`src/rtl/dsf_pkg.sv`:
```
// shared constants and types of the driver status flag block
package dsf_pkg;
   // ----------------------------------------------------------------
   // register map
   // ----------------------------------------------------------------
   localparam logic [6:0] DSF_STATUS_ADDR = 7'h6F;
   localparam logic [31:0] DSF_RD_DATA_RST = 32'h0000_0000;

   // ----------------------------------------------------------------
   // field positions of the status word
   // ----------------------------------------------------------------
   localparam int DSF_STST_BIT = 31;
   localparam int DSF_VMODE_BIT = 30;
   localparam int DSF_CS_MSB = 20;
   localparam int DSF_CS_LSB = 16;
   localparam int DSF_TEMP_MSB = 11;
   localparam int DSF_TEMP_LSB = 8;
   localparam int DSF_OPEN_MSB = 7;
   localparam int DSF_OPEN_LSB = 6;
   localparam int DSF_SHORT_MSB = 5;
   localparam int DSF_SHORT_LSB = 2;
   localparam int DSF_OT_BIT = 1;
   localparam int DSF_OTPW_BIT = 0;

   // ----------------------------------------------------------------
   // timing
   // ----------------------------------------------------------------
   localparam int DSF_STST_CLOCKS = 2 ** 20;
   localparam int DSF_STST_CW = 21;
   localparam int DSF_OFF_TIME_W = 4;
   localparam int DSF_CS_W = 5;

   // ----------------------------------------------------------------
   // types
   // ----------------------------------------------------------------
   // short detector inputs, ordered as status bits 5..2
   typedef struct packed {
      logic lowside_short_phase_b;
      logic lowside_short_phase_a;
      logic ground_short_phase_b;
      logic ground_short_phase_a;
   } dsf_short_t;

   typedef struct packed {
      logic temp_cmp_top;
      logic temp_cmp_high;
      logic temp_cmp_mid;
      logic temp_cmp_low;
   } dsf_temp_t;
endpackage

```
`src/rtl/dsf_status.sv`:
```
// driver status word: flags, fault latches and register read port
module dsf_status
   import dsf_pkg::*;
#(
   parameter int STST_CLOCKS = DSF_STST_CLOCKS
) (
   input wire logic CLK,
   input wire logic RESET,
   input wire logic STEP,
   input wire logic DRIVER_ENABLE_N,
   input wire logic [DSF_OFF_TIME_W-1:0] CHOPPER_OFF_TIME,
   input wire logic VOLTAGE_MODE_SEL,
   input wire logic [DSF_CS_W-1:0] CS_ACTUAL,
   input wire dsf_temp_t TEMP_CMP,
   input wire logic [1:0] OPEN_LOAD,
   input wire dsf_short_t SHORT_DET,
   input wire logic OT_LIMIT_HIT,
   input wire logic OTPW_HIT,
   input wire logic RD_EN,
   input wire logic [6:0] RD_ADDR,
   output logic [31:0] RD_DATA,
   output logic RD_VALID,
   output logic BRIDGE_DISABLE
);
   // ----------------------------------------------------------------
   // step edge and standstill
   // ----------------------------------------------------------------
   logic step_prev_r;
   logic step_edge;
   logic standstill;

   always_ff @(posedge CLK) begin
      if (RESET) begin
         step_prev_r <= 1'b0;
      end else begin
         step_prev_r <= STEP;
      end
   end

   assign step_edge = STEP & ~step_prev_r;

   dsf_idle_timer #(
      .STST_CLOCKS(STST_CLOCKS)
   ) u_idle (
      .clk(CLK),
      .reset(RESET),
      .step_edge(step_edge),
      .standstill(standstill)
   );

   // ----------------------------------------------------------------
   // short flags, one set per chopper mode
   // ----------------------------------------------------------------
   logic driver_off;
   logic [3:0] short_set [2];
   dsf_short_t short_r [2];
   dsf_short_t short_nxt [2];

   assign driver_off = DRIVER_ENABLE_N | (CHOPPER_OFF_TIME == '0);

   always_comb begin
      for (int m = 0; m < 2; m++) begin
         short_set[m] = (VOLTAGE_MODE_SEL == m[0]) ? SHORT_DET : 4'h0;
         if (driver_off) begin
            short_nxt[m] = short_set[m];
         end else begin
            short_nxt[m] = short_r[m] | short_set[m];
         end
      end
   end

   always_ff @(posedge CLK) begin
      if (RESET) begin
         short_r[0] <= '0;
         short_r[1] <= '0;
      end else begin
         short_r[0] <= short_nxt[0];
         short_r[1] <= short_nxt[1];
      end
   end

   // ----------------------------------------------------------------
   // overtemperature latch, shared by both bridges
   // ----------------------------------------------------------------
   logic ot_r;
   logic ot_nxt;

   always_comb begin
      if (OT_LIMIT_HIT) begin
         ot_nxt = 1'b1;
      end else if (!OTPW_HIT) begin
         ot_nxt = 1'b0;
      end else begin
         ot_nxt = ot_r;
      end
   end

   always_ff @(posedge CLK) begin
      if (RESET) begin
         ot_r <= 1'b0;
      end else begin
         ot_r <= ot_nxt;
      end
   end

   // open load takes no part in the bridge decision
   always_ff @(posedge CLK) begin
      if (RESET) begin
         BRIDGE_DISABLE <= 1'b0;
      end else begin
         BRIDGE_DISABLE <= (|short_nxt[0]) | (|short_nxt[1]) | ot_nxt;
      end
   end

   // ----------------------------------------------------------------
   // status word and read port
   // ----------------------------------------------------------------
   logic [31:0] word;
   dsf_short_t short_view;

   assign short_view = short_r[VOLTAGE_MODE_SEL];

   always_comb begin
      word = 32'h0000_0000;
      word[DSF_STST_BIT] = standstill;
      word[DSF_VMODE_BIT] = VOLTAGE_MODE_SEL;
      word[DSF_CS_MSB:DSF_CS_LSB] = CS_ACTUAL;
      word[DSF_TEMP_MSB:DSF_TEMP_LSB] = TEMP_CMP;
      word[DSF_OPEN_MSB:DSF_OPEN_LSB] = OPEN_LOAD;
      word[DSF_SHORT_MSB:DSF_SHORT_LSB] = short_view;
      word[DSF_OT_BIT] = ot_r;
      word[DSF_OTPW_BIT] = OTPW_HIT;
   end

   always_ff @(posedge CLK) begin
      if (RESET) begin
         RD_VALID <= 1'b0;
      end else begin
         RD_VALID <= RD_EN && (RD_ADDR == DSF_STATUS_ADDR);
      end
   end

   always_ff @(posedge CLK) begin
      if (RESET) begin
         RD_DATA <= DSF_RD_DATA_RST;
      end else if (RD_EN && (RD_ADDR == DSF_STATUS_ADDR)) begin
         RD_DATA <= word;
      end else begin
         RD_DATA <= DSF_RD_DATA_RST;
      end
   end

   localparam logic [DSF_STST_CW-1:0] CHK_LIMIT = DSF_STST_CW'(STST_CLOCKS);
   logic [DSF_STST_CW-1:0] idle_chk_r;

   always_ff @(posedge CLK) begin
      if (RESET) begin
         idle_chk_r <= '0;
      end else if (STEP && !step_prev_r) begin
         idle_chk_r <= '0;
      end else if (idle_chk_r != CHK_LIMIT) begin
         idle_chk_r <= idle_chk_r + DSF_STST_CW'(1);
      end
   end
endmodule

```
`src/rtl/dsf_idle_timer.sv`:
```
// standstill timer: counts clocks since the last step edge
module dsf_idle_timer
   import dsf_pkg::*;
#(
   parameter int STST_CLOCKS = DSF_STST_CLOCKS
) (
   input wire logic clk,
   input wire logic reset,
   input wire logic step_edge,
   output logic standstill
);
   localparam logic [DSF_STST_CW-1:0] LIMIT = DSF_STST_CW'(STST_CLOCKS);

   logic [DSF_STST_CW-1:0] cnt_r;
   logic [DSF_STST_CW-1:0] cnt_nxt;

   always_comb begin
      if (step_edge) begin
         cnt_nxt = '0;
      end else if (cnt_r != LIMIT) begin
         cnt_nxt = cnt_r + DSF_STST_CW'(1);
      end else begin
         cnt_nxt = cnt_r;
      end
   end

   always_ff @(posedge clk) begin
      if (reset) begin
         cnt_r <= '0;
      end else begin
         cnt_r <= cnt_nxt;
      end
   end

   always_ff @(posedge clk) begin
      if (reset) begin
         standstill <= 1'b0;
      end else begin
         standstill <= (cnt_nxt == LIMIT);
      end
   end
endmodule

```
`config.mk`:
```
export PLATFORM = sky130hd
export DESIGN_NAME = dsf_status
export DESIGN_NICKNAME = d
export VERILOG_FILES = /design/src/rtl/dsf_pkg.sv /design/src/rtl/dsf_status.sv /design/src/rtl/dsf_idle_timer.sv
export SDC_FILE = /design/constraint.sdc
export NUM_CORES = 1
export LEC_CHECK = 0
export ABC_AREA = 0
export BUFFER_PORTS_ARGS = -buffer_cell sky130_fd_sc_hd__buf_2
export CORE_ASPECT_RATIO = 0.6
export CORE_UTILIZATION = 52
export DETAILED_ROUTE_END_ITERATION = 10
export HOLD_SLACK_MARGIN = 0.15
export PLACE_DENSITY = 0.85
export SLEW_MARGIN = 20
export SYNTH_ARGS = -nofsm -noshare
export SYNTH_HDL_FRONTEND = slang
export SYNTH_SLANG_ARGS = --single-unit
export TNS_END_PERCENT = 30
```
`constraint.sdc`:
```
create_clock -name CLK -period 2 [get_ports CLK]
set_input_delay 0.1 -clock CLK [delete_from_list [all_inputs] [get_ports CLK]]
set_output_delay 0.1 -clock CLK [all_outputs]
set_load 0.01 [all_outputs]
```
==> metrics <==
Hold Slack=around 0.20 ns; clock buffer count from CTS=5; switching pwr=0.439 mW; Main synth FF type=dfxtp_1; final hold violations=0; vias=between 2,000 and 2,500; Setup violations, final=0; DR vias/cell=5.44; period utilization=0.983; crit path cell chain=nand4_2 > nor2_4 > nand4_1 > xor2_1 > nand2_1 > nor4_2; Pins Over Slew Limit=0; P per Cell Area=583 mW/mm²; leak pwr=1.38 nW; worst hold path type=in2reg; Site Rows=18; WP data arrival=2.18 ns; Seq/Total Area, Yosys=0.432; # clock sinks=53; grt total ovfl=0; status=complete, no violations; Worst Path Max Fanout=8; mapped cell area=0.00246 mm²; Post-Route WL=roughly 6.3 mm; largest net degree at the start of global routing=22; Clk pwr share=0.320; H-tree depth=2; Final Non-Filler Cells=slightly above 400; area grow syn2layout=28.4%; DR pass1 iterations=5; DIE WIDTH=a little over 90 µm; fin worst setup slack=0.0336 ns; initial core utilization=0.568; initial DRC count=271; layout cells sized above 1=0.290; Clock Pin Slew Worst Setup and Hold Paths=0.09 ns; Final Wtd Congestion=0.918; Layout Skew=0.00164 ns; first-pass GRT wire length=9.72 mm; CP Capture Type=flop; dpl cells=371; dominant cell type by area after synthesis=dfxtp_1; # port buffers=54; number of synthesized flops with an enable pin=0; share of power burned in registers=0.590; Longest Clk Path Bufs=2; min Tclk post-route=1.97 ns; final total power=between 1.5 and 2 mW; Peak Freq=509 MHz; worst-margin pin slew=approximately 0.58 ns; final net count=380; WL/cell=~16 µm; Largest stage delay, worst path=0.53 ns; pre-CTS setup slack=-0.0354 ns; CP Class=reg2reg; hpwl dp=4.06 mm; Die Span Y=55.2 µm; Synth warnings=0; Sw Share=0.238; number of global-route vias before repair=between 1,500 and 2,000; GRT Util Overall=0.250; Max-slew headroom=0.613; synth unique cells=48; Yosys top cell area share=0.432; Async SR Flop Fraction=0; DRC viols=0; root buffer cell=clkbuf_8; die area=0.00501 mm²; ranking of synthesized cells by area=dfxtp_1 43%, xor2_1 5.7%, nor2_1 4.9%; Gate power share=0.090; max_cap viols=0; CORE AREA=0.00432 mm²; antenna-violating nets left=0; Req. time, crit path=2.21 ns; top-count cell post-synth=dfxtp_1; Max rail drop VDD=0.501 mV; Pint=1.40 mW; cells after synthesis=266; CP startpoint kind=flop; initial antenna violation count=0; CTS tree=built; Avg Inst Size Synth=9.23 µm²; crit path max-delay cell type=dfxtp_1; number of diodes=0; I/O pin count=68; register bit total from synthesis=53; setup_tns=0 ns; worst skew pair latency=roughly 0.30 ns; Synth top cells by count=53 x dfxtp_1, 32 x nor2_1, 17 x and2_1
cells in the final DEF (no fill, tap or decap), types with 7 or more instances in the layout:
master,n
a21oi_1,10
and2_1,17
buf_2,54
buf_4,12
conb_1,13
dfxtp_1,43
dfxtp_2,10
dlygate4sd3_1,22
nand2_1,7
nand3_1,7
nor2_1,32
nor2b_1,10
nor4_1,9
xnor2_1,7
xor2_1,16
power by group through the flow:
stage	registers, mW	clock network, mW	logic, mW
floorplan	1.10	0	0.0946
global placement	1.11	0	0.121
finish	1.09	0.588	0.165
CTS	1.08	0.592	0.158
global route	1.09	0.648	0.179
detailed placement	1.11	0	0.126
logic make-up (layout without fill, tap and decap cells):
kind of cell               count (synthesis)  in the layout  share of synthesized area
adders and majority gates                  2              2                     0.0102
other                                      1             13                    0.00153
xor gates and xnor gates                  23             23                     0.0820
buffers and inverters                     33            100                     0.0754
AOI/OAI and AO/OA                         31             31                     0.0846
and+or+nand+nor                          119            119                      0.298
muxes                                      4              4                     0.0163
DFF                                       53             53                      0.432
final cells by class:
class | count | area (µm²)
multi-input combinational | 192 | 1310
fill | 317 | 1170
sequential | 53 | 1070
timing repair buffer | 89 | 601
tap | 60 | 75.1
clock buffer | 6 | 72.6
clock inverter | 2 | 15.0
inverter | 3 | 11.3
path summary, 6_finish.rpt:
path	start	slack [ns]	endpoint	cells after the start
max	u_idle.cnt_r[2]	0.03	u_idle.standstill	6
min reg2reg	u_idle.standstill	0.43	RD_DATA[31]	1
min	VOLTAGE_MODE_SEL	0.20	RD_DATA[30]	2
max reg2reg	u_idle.cnt_r[2]	0.03	u_idle.standstill	6
metrics by stage:
stage,instance area (µm²),utilization
after floorplan,2500,-
after global placement,2750,0.635
after detailed placement,2750,0.635
after CTS,3070,0.710
after global routing,3150,0.729
final,3150,0.729
routing by layer:
metal  share of wire  up-vias  global-route usage
met1            0.44     1016               0.342
li1                -     1047                   -
met5               0        -                   0
met3           0.087       17              0.0702
met2            0.45      124               0.389
met4           0.019        0              0.0599
flip-flops by register name, summed over array words and instances (netlist names):
signal             cells
RD_DATA               19
short_r                8
step_prev_r            1
BRIDGE_DISABLE         1
RD_VALID               1
u_idle.cnt_r          21
ot_r                   1
u_idle.standstill      1
timing repair:
| item | CTS | global route |
|---|---|---|
| endpoints found under the hold margin | 21 | 0 |
| setup buffers | 0 | 4 |
| endpoints found under the setup margin | 1 | 1 |
| hold buffers | 22 | 0 |
| pin swaps | 2 | 2 |
| gates resized for setup | 3 | 14 |
critical path: cells and delay by family, from the launching register on:
kind,cells,cell delay (ns)
AND/OR/NAND/NOR,5,1.02
flip-flops,1,0.53
XOR/XNOR,1,0.32
Power figures use the tool's default switching activity.
